### config.mk
export PLATFORM = sky130hd
export DESIGN_NAME = bus_master_end_flat
export DESIGN_NICKNAME = d
export VERILOG_FILES = /design/src/hdl/bus_cycle_pkg.sv /design/src/hdl/bus_link_if.sv /design/src/hdl/bus_master_end.sv /design/src/flat_wrapper.sv
export SDC_FILE = /design/constraint.sdc
export NUM_CORES = 1
export LEC_CHECK = 0
export BUFFER_PORTS_ARGS = -buffer_cell sky130_fd_sc_hd__buf_4
export CAP_MARGIN = 10
export CORE_MARGIN = 10
export CORE_UTILIZATION = 52
export CTS_CLUSTER_SIZE = 16
export DETAILED_ROUTE_END_ITERATION = 12
export PLACE_DENSITY_LB_ADDON = 0.08
export SETUP_SLACK_MARGIN = 0.1
export SLEW_MARGIN = 30
export SYNTH_ARGS = -nofsm -noshare
export SYNTH_HDL_FRONTEND = slang
export SYNTH_SLANG_ARGS = --single-unit
### constraint.sdc
create_clock -name MCLK -period 3.4 [get_ports MCLK]
set_clock_uncertainty 0.1 [all_clocks]
set_input_delay 0.51 -clock MCLK [delete_from_list [all_inputs] [get_ports MCLK]]
set_output_delay 0.51 -clock MCLK [all_outputs]
set_load 0.05 [all_outputs]
### src/hdl/bus_cycle_pkg.sv
/*
  Shared constants and types for the backplane master and slave ends:
  cycle kinds, status line positions, address widths and the cycle timing.
  Assumes one clock at 25 MHz shared by both ends.
*/
package bus_cycle_pkg;

  // Status word bit positions (logic sense, 1 = true)
  localparam int ST_MEMR = 0;
  localparam int ST_M1   = 1;
  localparam int ST_INP  = 2;
  localparam int ST_OUT  = 3;
  localparam int ST_WO   = 4;
  localparam int ST_INTA = 5;
  localparam int ST_HLTA = 6;
  localparam int ST_XTRQ = 7;
  localparam int ST_BITS = 8;

  // Active-low line mask: those lines are electrically low when true
  localparam logic [7:0] ST_LOW_MASK = 8'h90;

  localparam int ADDR_STD_MEM = 16;
  localparam int ADDR_EXT_MEM = 24;
  localparam int ADDR_STD_IO  = 8;
  localparam int ADDR_EXT_IO  = 16;

  // Cycle timing: clock rate and strobe phase length
  localparam int CLK_MHZ       = 25;
  localparam int T_STROBE_NS   = 80;
  localparam int STROBE_CYCLES = (T_STROBE_NS * CLK_MHZ + 999) / 1000;

  localparam int MAX_TEMP_MASTERS = 16;

  typedef enum logic [2:0] {
    CYC_MEMR  = 3'h0,
    CYC_M1    = 3'h1,
    CYC_MEMW  = 3'h2,
    CYC_INP   = 3'h3,
    CYC_OUT   = 3'h4,
    CYC_INTA  = 3'h5,
    CYC_HLTA  = 3'h6
  } cycle_type;

  // Logic-sense status word for each cycle kind; word flag sets sixteen request except on INTA and HLTA
  function automatic logic [7:0] status_of(input cycle_type kind, input logic word);
    logic [7:0] s;
    s = 8'h00;
    unique case (kind)
      CYC_MEMR: s[ST_MEMR] = 1'b1;
      CYC_M1:   begin
        s[ST_MEMR] = 1'b1;
        s[ST_M1]   = 1'b1;
      end
      CYC_MEMW: s[ST_WO] = 1'b1;
      CYC_INP:  s[ST_INP] = 1'b1;
      CYC_OUT:  begin
        s[ST_OUT] = 1'b1;
        s[ST_WO]  = 1'b1;
      end
      CYC_INTA: s[ST_INTA] = 1'b1;
      CYC_HLTA: s[ST_HLTA] = 1'b1;
      default:  s = 8'h00;
    endcase
    s[ST_XTRQ] = word & (kind != CYC_INTA) & (kind != CYC_HLTA);
    return s;
  endfunction

endpackage

### src/hdl/bus_link_if.sv
/*
  Backplane lines between one master end and one slave end.
  Status lines carry electrical levels; the two active-low ones are low when true.
  Assumes the bench joins one master and one slave end on a common clock.
*/
`timescale 1ns/1ps
interface bus_link_if;
  logic [23:0] addr;
  logic [7:0]  status_e;
  logic        sync;
  logic        dbin;
  logic        wr_n;
  logic [7:0]  dout;
  logic [7:0]  din;
  logic        sixtn_n;
  logic        hold_n;
  logic        hlda;

  modport master (
    output addr,
    output status_e,
    output sync,
    output dbin,
    output wr_n,
    output dout,
    input  din,
    input  sixtn_n,
    input  hold_n,
    output hlda
  );

  modport slave (
    input  addr,
    input  status_e,
    input  sync,
    input  dbin,
    input  wr_n,
    input  dout,
    output din,
    output sixtn_n,
    output hold_n,
    input  hlda
  );
endinterface

### src/hdl/bus_master_end.sv
/*
  Master end: turns user requests into complete bus cycles, driving
  address, all eight status lines and the control strobes. Acts as the
  permanent master or as a temporary master.
  Assumes a user that holds a request until it is accepted; one slave end.
*/
// How it works
// - Master starts cycles, drives address status control
// - All transfers ride master-made cycles
// - Slave watches every cycle, answers when addressed
// - Slave needs only signals it uses
// - One permanent master, up to sixteen temporary
// - Temporary master borrows bus, then returns it
// - Temporary master never yields to nested DMA
// - At least 16 address lines, optionally 24
// - Standard memory cycles: 16-bit address
// - Extended memory cycles: 24-bit address
// - Standard I/O cycles: 8-bit address
// - Extended I/O cycles: 16-bit address
// - Optional I/O address copy into upper byte
// - Master drives all eight status lines
// - Memory write derived from two status lines
// - Memory write is not output and write
// - Asterisk lines are true when low
// - Both sixteen lines true gang data buses; here ganged reads return only the high byte, ganged writes only the low byte
`timescale 1ns/1ps
module bus_master_end
  import bus_cycle_pkg::*;
#(
  parameter logic PERMANENT = 1'b1,
  parameter logic EXTENDED  = 1'b0,
  parameter logic IO_COPY   = 1'b0,
  parameter int   STROBE_N  = STROBE_CYCLES
) (
  input  wire logic         MCLK,
  input  wire logic         RSTN,
  bus_link_if.master        LINK,
  input  wire logic         REQ_VALID,
  output logic              REQ_READY,
  input  wire cycle_type    REQ_KIND,
  input  wire logic         REQ_WORD,
  input  wire logic [23:0]  REQ_ADDR,
  input  wire logic [15:0]  REQ_WDATA,
  output logic              RSP_VALID,
  output logic [15:0]       RSP_RDATA,
  output logic              RSP_WORD,
  input  wire logic         HOLD_EN,
  output logic              BUS_OWNED
);

  typedef enum logic [3:0] {
    S_IDLE   = 4'b0001,
    S_SYNC   = 4'b0010,
    S_STROBE = 4'b0100,
    S_HELD   = 4'b1000
  } state_type;

  localparam logic [7:0] CNT_LOAD = 8'(STROBE_N);

  state_type   state_ff;
  state_type   nxt_state;
  logic [23:0] addr_ff;
  logic [7:0]  stat_ff;
  logic [15:0] wdata_ff;
  logic [7:0]  cnt_ff;
  logic        sync_ff;
  logic        dbin_ff;
  logic        wr_ff;
  logic        word_ff;
  cycle_type   kind_ff;
  logic        rsp_valid_ff;
  logic [15:0] rsp_rdata_ff;
  logic        rsp_word_ff;

  // Width of the address actually driven depends on mode and cycle kind
  function automatic logic [23:0] addr_of(input cycle_type k, input logic [23:0] a);
    logic [23:0] r;
    r = 24'h00_0000;
    unique case (k)
      CYC_MEMR, CYC_M1, CYC_MEMW:
        r = EXTENDED ? a : {8'h00, a[15:0]};
      CYC_INP, CYC_OUT: begin
        if (EXTENDED) begin
          r = {8'h00, a[15:0]};
        end else if (IO_COPY) begin
          r = {8'h00, a[7:0], a[7:0]};
        end else begin
          r = {16'h0000, a[7:0]};
        end
      end
      default: r = 24'h00_0000;
    endcase
    return r;
  endfunction

  // Only the permanent master grants the bus; a temporary one never nests
  wire hold_req   = PERMANENT & HOLD_EN & ~LINK.hold_n;
  wire take       = (state_ff == S_IDLE) & REQ_VALID & ~hold_req;
  wire cnt_done   = (cnt_ff == 8'h00);
  wire is_read    = kind_ff == CYC_MEMR || kind_ff == CYC_M1 || kind_ff == CYC_INP
                    || kind_ff == CYC_INTA;
  wire is_write   = kind_ff == CYC_MEMW || kind_ff == CYC_OUT;
  wire ganged     = word_ff & ~LINK.sixtn_n;

  always_comb begin
    nxt_state = state_ff;
    unique case (state_ff)
      S_IDLE:   begin
        if (hold_req) begin
          nxt_state = S_HELD;
        end else if (REQ_VALID) begin
          nxt_state = S_SYNC;
        end
      end
      S_SYNC:   nxt_state = S_STROBE;
      S_STROBE: begin
        if (cnt_done) begin
          nxt_state = S_IDLE;
        end
      end
      S_HELD:   begin
        if (LINK.hold_n) begin
          nxt_state = S_IDLE;
        end
      end
      default:  nxt_state = S_IDLE;
    endcase
  end

  always_ff @(posedge MCLK) begin
    if (!RSTN) begin
      state_ff <= S_IDLE;
      cnt_ff   <= 8'h00;
      sync_ff  <= 1'b0;
      dbin_ff  <= 1'b0;
      wr_ff    <= 1'b0;
    end else begin
      state_ff <= nxt_state;
      sync_ff  <= take;
      if (state_ff == S_SYNC) begin
        cnt_ff  <= CNT_LOAD - 8'h01;
        dbin_ff <= is_read;
        wr_ff   <= is_write;
      end else if (state_ff == S_STROBE && !cnt_done) begin
        cnt_ff <= cnt_ff - 8'h01;
      end else begin
        dbin_ff <= 1'b0;
        wr_ff   <= 1'b0;
      end
    end
  end

  always_ff @(posedge MCLK) begin
    if (!RSTN) begin
      addr_ff  <= 24'h00_0000;
      stat_ff  <= 8'h00;
      wdata_ff <= 16'h0000;
      word_ff  <= 1'b0;
      kind_ff  <= CYC_MEMR;
    end else if (take) begin
      addr_ff  <= addr_of(REQ_KIND, REQ_ADDR);
      stat_ff  <= status_of(REQ_KIND, REQ_WORD);
      wdata_ff <= REQ_WDATA;
      word_ff  <= REQ_WORD;
      kind_ff  <= REQ_KIND;
    end else if (state_ff == S_IDLE) begin
      stat_ff <= 8'h00;
    end
  end

  always_ff @(posedge MCLK) begin
    if (!RSTN) begin
      rsp_valid_ff <= 1'b0;
      rsp_rdata_ff <= 16'h0000;
      rsp_word_ff  <= 1'b0;
    end else begin
      rsp_valid_ff <= (state_ff == S_STROBE) & cnt_done;
      if ((state_ff == S_STROBE) && cnt_done && is_read) begin
        rsp_rdata_ff <= ganged ? {LINK.din, 8'h00} : {8'h00, LINK.din};
        rsp_word_ff  <= ganged;
      end
    end
  end

  // Held bus: address and status lines parked idle while a temporary master owns it
  wire drive = state_ff != S_HELD;
  assign LINK.addr     = drive ? addr_ff : 24'h00_0000;
  // Active-low status lines inverted to electrical level
  assign LINK.status_e = (drive ? stat_ff : 8'h00) ^ ST_LOW_MASK;
  assign LINK.sync     = sync_ff;
  assign LINK.dbin     = dbin_ff;
  assign LINK.wr_n     = ~wr_ff;
  assign LINK.dout     = ganged & dbin_ff ? 8'h00 : wdata_ff[7:0];
  assign LINK.hlda     = state_ff == S_HELD;

  assign REQ_READY = take;
  assign RSP_VALID = rsp_valid_ff;
  assign RSP_RDATA = rsp_rdata_ff;
  assign RSP_WORD  = rsp_word_ff;
  assign BUS_OWNED = drive;

endmodule

### src/flat_wrapper.sv
// flat-port wrapper written by rule: the top's interface ports become plain ports
module bus_master_end_flat import bus_cycle_pkg::*;
#(
  parameter logic PERMANENT = 1'b1,
  parameter logic EXTENDED  = 1'b0,
  parameter logic IO_COPY   = 1'b0,
  parameter int   STROBE_N  = STROBE_CYCLES
)
  (MCLK, RSTN, REQ_VALID, REQ_READY, REQ_KIND, REQ_WORD, REQ_ADDR, REQ_WDATA, RSP_VALID, RSP_RDATA, RSP_WORD, HOLD_EN, BUS_OWNED, LINK_addr, LINK_status_e, LINK_sync, LINK_dbin, LINK_wr_n, LINK_dout, LINK_din, LINK_sixtn_n, LINK_hold_n, LINK_hlda);
  bus_link_if LINK_i ();
  input  wire logic MCLK;
  input  wire logic RSTN;
  input  wire logic REQ_VALID;
  output logic REQ_READY;
  input  wire cycle_type REQ_KIND;
  input  wire logic REQ_WORD;
  input  wire logic [23:0] REQ_ADDR;
  input  wire logic [15:0] REQ_WDATA;
  output logic RSP_VALID;
  output logic [15:0] RSP_RDATA;
  output logic RSP_WORD;
  input  wire logic HOLD_EN;
  output logic BUS_OWNED;
  output wire logic [$bits(LINK_i.addr)-1:0] LINK_addr;
  output wire logic [$bits(LINK_i.status_e)-1:0] LINK_status_e;
  output wire logic [$bits(LINK_i.sync)-1:0] LINK_sync;
  output wire logic [$bits(LINK_i.dbin)-1:0] LINK_dbin;
  output wire logic [$bits(LINK_i.wr_n)-1:0] LINK_wr_n;
  output wire logic [$bits(LINK_i.dout)-1:0] LINK_dout;
  input wire logic [$bits(LINK_i.din)-1:0] LINK_din;
  input wire logic [$bits(LINK_i.sixtn_n)-1:0] LINK_sixtn_n;
  input wire logic [$bits(LINK_i.hold_n)-1:0] LINK_hold_n;
  output wire logic [$bits(LINK_i.hlda)-1:0] LINK_hlda;
  assign LINK_addr = LINK_i.addr;
  assign LINK_status_e = LINK_i.status_e;
  assign LINK_sync = LINK_i.sync;
  assign LINK_dbin = LINK_i.dbin;
  assign LINK_wr_n = LINK_i.wr_n;
  assign LINK_dout = LINK_i.dout;
  assign LINK_i.din = LINK_din;
  assign LINK_i.sixtn_n = LINK_sixtn_n;
  assign LINK_i.hold_n = LINK_hold_n;
  assign LINK_hlda = LINK_i.hlda;
  bus_master_end #(.PERMANENT(PERMANENT), .EXTENDED(EXTENDED), .IO_COPY(IO_COPY), .STROBE_N(STROBE_N)) u_core (.MCLK(MCLK), .RSTN(RSTN), .LINK(LINK_i), .REQ_VALID(REQ_VALID), .REQ_READY(REQ_READY), .REQ_KIND(REQ_KIND), .REQ_WORD(REQ_WORD), .REQ_ADDR(REQ_ADDR), .REQ_WDATA(REQ_WDATA), .RSP_VALID(RSP_VALID), .RSP_RDATA(RSP_RDATA), .RSP_WORD(RSP_WORD), .HOLD_EN(HOLD_EN), .BUS_OWNED(BUS_OWNED));
endmodule
==> results of run 1 <==
layout by cell type, fill, tap and decap left out, drive strengths merged, types with 4 or more instances in the layout:
master	n
a21oi	15
a22o	16
a32oi	5
and2	30
buf	100
bufinv	4
clkbuf	10
conb	8
dfxtp	69
inv	10
mux2i	17
nand2	48
nand3	20
nor2	18
nor2b	4
nor3	4
o21ai	6
xor2	5
worst max path at each step:
stage                        to  slack (ns)  cells after the start
2_1_floorplan  LINK_status_e[4]        0.74                      4
3_3_place_gp   LINK_status_e[1]        0.96                      3
3_5_place_dp   LINK_status_e[1]        0.95                      3
4_1_cts        LINK_status_e[1]        0.57                      3
5_1_grt        LINK_status_e[1]        0.51                      3
6_report       LINK_status_e[1]        0.60                      3
final cells by class:
type	instances	area share [%]
flip-flops and latches	69	34.7
multi-input cells	230	36.4
inverters	10	0.943
repair buffers	100	18.9
clock inverters	6	3.36
clock buffers	10	3.46
well taps	72	2.26
sequential cells by signal, summed over array words and instances, names as in the netlist:
register / cells
u_core.wdata_ff: 8
u_core.wr_ff: 1
u_core.kind_ff: 3
u_core.cnt_ff: 8
u_core.LINK.sync: 1
u_core.word_ff: 1
u_core.stat_ff: 8
u_core.LINK.dbin: 1
u_core.RSP_RDATA: 16
u_core.addr_ff: 16
u_core.state_ff: 4
u_core.RSP_WORD: 1
u_core.RSP_VALID: 1
power by group through the flow:
stage	logic [W]	clock network (W)	registers [W]
6_report	0.000307	0.000889	0.000855
3_5_place_dp	0.000308	0	0.000873
4_1_cts	0.000309	0.000902	0.000855
5_1_grt	0.000330	0.000939	0.000857
3_3_place_gp	0.000305	0	0.000871
2_1_floorplan	0.000213	0	0.000873
critical path, cell delays in order, from the launching register on:
cell and delay, ns:
dfxtp_1 0.48, or4b_2 0.89, and2_1 0.29, buf_4 0.19
synth_stat cells (all sizes together) (3+ instances only):
cell,count
inv,10
o2111ai,3
xor2,5
nand3,20
buf,17
nor2b,4
a32oi,5
dfxtp,69
nor3,4
nand2,48
clkbuf,14
nor4b,3
a211oi,3
and2,30
o21ai,6
or4b,3
or4,3
nor2,18
mux2i,17
a21oi,15
nand3b,3
a22o,16
stage by stage:
| step | total power (W) | cell area, sq um | setup WS, ns | std cells |
|---|---|---|---|---|
| 2_1_floorplan | 0.00109 | 3050 | 0.738 | 340 |
| 3_3_place_gp | 0.00118 | 3710 | 0.962 | 481 |
| 3_5_place_dp | 0.00118 | 3710 | 0.947 | 481 |
| 4_1_cts | 0.00207 | 3980 | 0.572 | 497 |
| 5_1_grt | 0.00213 | 3980 | 0.509 | 497 |
| 6_report | 0.00205 | 3980 | 0.603 | 497 |
routing by layer:
layer | part of all wire, % | routed length (um)
met5 | 0 | 0
met4 | 2.0 | 148
met3 | 8.0 | 602
met2 | 46 | 3430
met1 | 44 | 3340
cells by family after synthesis:
group                      share of synthesized area, %
AOI/OAI and AO/OA                                  13.2
xor gates and xnor gates                           1.45
adders and majority gates                          1.16
buffers and inverters                              7.24
DFF                                                45.7
muxes                                              5.63
other                                             0.124
and+or+nand+nor                                    25.5
==> results by group, run 1 <==
Status
  – Status: complete, no violations

Power and ir drop
  – Combinational share of power: 15.0%
  – Clock power frac: 43.3%
  – Reg power frac: 41.7%
  – Maximum VDD drop: 0.410 mV
  – Pint: 0.00153 W
  – P per Cell Area: 515 mW/mm^2
  – Leak pwr: 1.84 nW
  – Switch Pwr: 0.000525 W
  – Switching power share of the total: 25.6%

GRT
  – GRT Total Usage: 16.3%
  – Vias in the first global route: 2583
  – Grt met3 use: 5.91%
  – GR Util met2: 24.9%
  – Most used routing layer: met2
  – Initial antenna violation count: 0
  – Largest net degree at the start of global routing: 44
  – First-pass GRT wire length: 12.2 mm
  – Met1 Use GR: 20.1%
  – Congestion Overflow GR: 0

STA
  – Setup TNS: 0 ns
  – Period Utilization, post-route: 82.3%
  – Final setup violation count: 0
  – Period minus WS final: 2.80 ns
  – Worst relative slew slack: 51.4%
  – Worst Tran Pin Value: 0.718 ns
  – Worst hold slack: 0.263 ns
  – F_max: 0.357 GHz
  – Fin. Hold Viols: 0
  – RSZ-0062 raised after global routing: false
  – Max-slew violation count: 0

Job
  – Max Cap Viol: 0

Worst setup path
  – Launch point of the worst path: u_core.state_ff[3]
  – CP Class: reg -> out
  – Worst r2r dst: u_core.RSP_RDATA[8]
  – R2R cell count: 6
  – Crit end category: primary output
  – WP data required: 2.79 ns
  – CP startpoint kind: flop
  – R2R Path Start: u_core.cnt_ff[0]
  – Worst-path maximum fanout: 27
  – R2r setup slk: 1.20 ns
  – Data arrival, critical path: 2.19 ns

Synth
  – Top cell type's share of synthesized area: 45.7%
  – Synthesized instance count: 333
  – Ys flop type: dfxtp_1
  – Number of synthesized register bits: 69
  – Synth area leader: dfxtp_1
  – Post-Syn Area: 0.00302 sq mm
  – Mean Syn Cell Area: 9.08 sq um
  – Synth warn: 0
  – Yosys cell types: 45
  – Synth area leaders: dfxtp_1, and2_1, nand2_1
  – FFs w/ async S/R, synth: 0%
  – Seq/Total Area, Yosys: 45.7%
  – Post-synth EDFFs: 0

Detailed routing
  – Post-route DRC: 0
  – Routed via count: 2567
  – Drt total wl: 7.53 mm
  – Vias per std cell: 5.16
  – Initial drt markers: 80
  – Drt wl/cell: 15.1 um
  – DR pass1 iterations: 4
  – DRT antenna net count: 0

Layout
  – Layout cell share with drive strength beyond 1: 30.1%
  – Area of the multi-input gates: 0.00145 sq mm
  – N_diodes: 0
  – Post-layout net count: 480
  – Filler instances: 488
  – Layout area overhead: 31.7%
  – Register Area: 0.00138 sq mm
  – Final Util: 71.4%

Clock network
  – Clock tree buffer depth: 2
  – H-tree depth: 3
  – Post-cts gate resize count: 0
  – Hold-fix buffers, CTS: 0
  – Register clock-pin slew on the reported worst setup and hold paths: 0.07 ns
  – Post-CTS Setup Bufs: 0
  – CTS Sinks: 69
  – Clock Tree Root: clkbuf_8
  – CTS tree: built
  – CTS Buf Count: 9
  – Worst skew pair latency: 0.33 ns

Placed design
  – Port Buffers: 97
  – RD Place Congestion: 0.762
  – Hpwl dp: 5.51 mm

Die
  – Core ar.: 0.00557 sq mm
  – Io pins: 122
  – Starting Density: 54.2%
  – Die Area: 0.00926 sq mm
  – Horiz. Die Dim: 96.2 um
  – Die Y: 96.2 um
  – Std cell rows: 27

Hold path
  – Cells on Worst Hold Path: 2
  – Worst-case hold path end point: u_core.state_ff[3]
  – Hold WC Path Type: in -> reg
  – Worst min-delay path startpoint: LINK_hold_n
No activity file was read; power rests on OpenSTA's default activity.
==> run 2: changes to the inputs <==
- CORE_UTILIZATION: 52 -> 43
- clock period: 3.4 -> 2.3 ns (I/O delays scaled with it)
==> results by group, run 2 (same netlist as run 1, synthesis figures left out) <==
Die
  – Core ar.: 0.00683 sq mm (+23%)
  – Die Area: 0.0108 sq mm (+16%)
  – Starting Density: 44.2% (-10 points)
  – Horiz. Die Dim: 104 um (+7.9%)
  – Die Y: 104 um (+7.9%)
  – Std cell rows: 30 (+11%)
  – Io pins: 122 (unchanged)

Detailed routing
  – DRT antenna net count: 0 (unchanged)
  – Initial drt markers: 77 (-3.8%)
  – Drt wl/cell: 15.4 um (+1.9%)
  – Drt total wl: 8.27 mm (+9.8%)
  – Routed via count: 2650 (+3.2%)
  – Post-route DRC: 0 (unchanged)
  – DR pass1 iterations: 5 (+1)
  – Vias per std cell: 4.94 (-4.3%)

Layout
  – Layout area overhead: 44.5%
  – Most common cell after layout, fill and taps aside: buf_4
  – Most frequent cells in the layout: buf_4, dfxtp_1, nand2_1
  – N_diodes: 0 (unchanged)
  – Post-layout net count: 495 (+3.1%)
  – Filler instances: 623 (+28%)
  – Layout cell share with drive strength beyond 1: 38.6% (+8.5 points)
  – Final instance area: 0.00437 sq mm (+9.7%)
  – Final std cells w/o fill: 536 (+7.8%)

Worst setup path
  – R2r setup slk: 0.35 ns (-0.85 ns)
  – Launch point of the worst path: u_core.state_ff[2]
  – Data arrival, critical path: 1.78 ns (-0.41 ns)
  – R2R Path Start: u_core.cnt_ff[0]
  – WP data required: 1.86 ns (-0.93 ns)
  – Worst r2r dst: u_core.RSP_RDATA[4]
  – CP max stage cell: or4b_4
  – Crit end category: primary output
  – CP startpoint kind: flop
  – Crit path largest cell delay: 0.63 ns (-0.26 ns)
  – CP Class: reg -> out
  – Worst-path cell chain: or4b_4, clkbuf_16, and2_4, buf_8
  – CP Buf/Inv Count: 2 (+1)
  – R2R cell count: 7 (+1)
  – Worst-path maximum fanout: 7 (-74%)
  – Top delay family on crit path: simple AND/OR/NAND/NOR gates

Clock network
  – CTS Sinks: 69 (unchanged)
  – Hold-fix buffers, CTS: 0 (unchanged)
  – Worst skew pair latency: 0.34 ns (about the same)
  – CTS tree: built
  – Clock tree buffer depth: 2 (unchanged)
  – CTS Buf Count: 9 (unchanged)
  – Clock Tree Root: clkbuf_8
  – H-tree depth: 3 (unchanged)
  – Register clock-pin slew on the reported worst setup and hold paths: 0.07 ns (about the same)

GRT
  – Congestion Overflow GR: 0 (unchanged)
  – GRT Total Usage: 14.1% (-2.2 points)
  – Largest net degree at the start of global routing: 35 (-20%)
  – Initial antenna violation count: 0 (unchanged)
  – First-pass GRT wire length: 12.8 mm (+5.5%)
  – Vias in the first global route: 2583 (unchanged)

Placed design
  – Port Buffers: 97 (unchanged)
  – Hpwl dp: 5.55 mm (+0.68%)
  – Place WS: 0.260 ns (-0.688 ns)
  – Inst Count DP: 515 (+7.1%)
  – RD Place Congestion: 0.762 (+0.11%)
  – Cell area after placement: 0.00383 sq mm (+3.4%)

Hold path
  – Worst min-delay path startpoint: LINK_hold_n
  – Cells on Worst Hold Path: 2 (unchanged)
  – Worst-case hold path end point: u_core.state_ff[3]
  – Hold WC Path Type: in -> reg

Power and ir drop
  – Maximum VDD drop: 0.303 mV (-26%)
  – Tot Pwr: 0.00281 W (+37%)
  – Leak pwr: 1.99 nW (+7.8%)
  – P per Cell Area: 642 mW/mm^2 (+25%)

Job
  – Max Cap Viol: 0 (unchanged)

STA
  – Worst Tran Pin Value: 0.756 ns (+0.0376 ns)
  – Max-slew violation count: 0 (unchanged)
  – Final setup violation count: 0 (unchanged)
  – Fin. Hold Viols: 0 (unchanged)
  – Worst relative slew slack: 48.9% (-2.5 points)
  – F_max: 0.449 GHz
  – Setup TNS: 0 ns (unchanged)
  – Slack of the critical path: 0.0715 ns (-0.531 ns)
  – Period minus WS final: 2.23 ns
  – Period Utilization, post-route: 96.9%
  – RSZ-0062 raised after global routing: true

Status
  – Status: complete, no violations
-- run 2: changes by cell type in the layout (fill, tap and decap cells not counted), moves of 3 or more --
| cell | previous run | this run |
|---|---|---|
| buf_4 | 100 | 86 |
| clkinvlp_4 | 0 | 3 |
| buf_8 | 0 | 22 |
| bufinv_16 | 4 | 1 |
| and2_1 | 30 | 8 |
| and2_4 | 0 | 22 |
| buf_6 | 0 | 3 |
-- run 2: report_power, final --
group          internal [W]  leakage (nW)  total [W]  switching [W]
clock network      0.000526        0.0943    0.00100       0.000477
registers           0.00123         0.560    0.00126      0.0000224
logic              0.000225          1.34   0.000545       0.000319
-- run 2: cell type report --
type | count | area (sq um) | share of cell area [%]
clock buffer | 10 | 138 | 3.15
tap | 96 | 120 | 2.75
clock inverter | 6 | 62.6 | 1.43
multi-input combinational | 230 | 1520 | 34.8
sequential | 69 | 1380 | 31.7
inverter | 10 | 37.5 | 0.859
timing repair buffer | 115 | 1110 | 25.4
-- run 2: what timing repair did --
action / in CTS / in global routing
gates resized for setup: 9 / 63
buffers inserted: 2 / 0
pin swaps: 2 / 21
hold endpoints to repair: 0 / 0
setup endpoints to repair: 27 / 24
gates cloned: 1 / 2
-- run 2: worst max-delay path by stage --
stage / endpoint / cells past startpoint
floorplan: LINK_addr[14] / 4
global placement: u_core.addr_ff[14] / 6
detailed placement: LINK_addr[14] / 4
CTS: LINK_addr[9] / 4
global route: LINK_hlda / 4
finish: LINK_status_e[0] / 4
-- run 2: metal layers --
metal | vias up | global-route usage, % | routed length, um
li1 | 1329 | - | -
met1 | 1218 | 17.7 | 3630
met2 | 88 | 21.4 | 3850
met3 | 15 | 4.96 | 669
met4 | 0 | 6.16 | 113
met5 | - | 0 | 0
-- run 2: per-stage QoR --
stage / hold WS [ns] / util [%]
6_report: 0.0756 / 63.9
5_1_grt: 0.0796 / 63.9
4_1_cts: 0.0635 / 60.1
3_5_place_dp: 0.341 / 56.1
3_3_place_gp: 0.334 / 56.1
2_1_floorplan: 0.324 / -
-- run 2: worst register-to-register path: cells and delay by family, from the launching register on --
family                     cells  cell delay [ns]
adders and majority gates      1             0.14
buffers and inverters          2             0.34
DFF                            1             0.36
muxes                          1             0.16
and+or+nand+nor                3             0.75
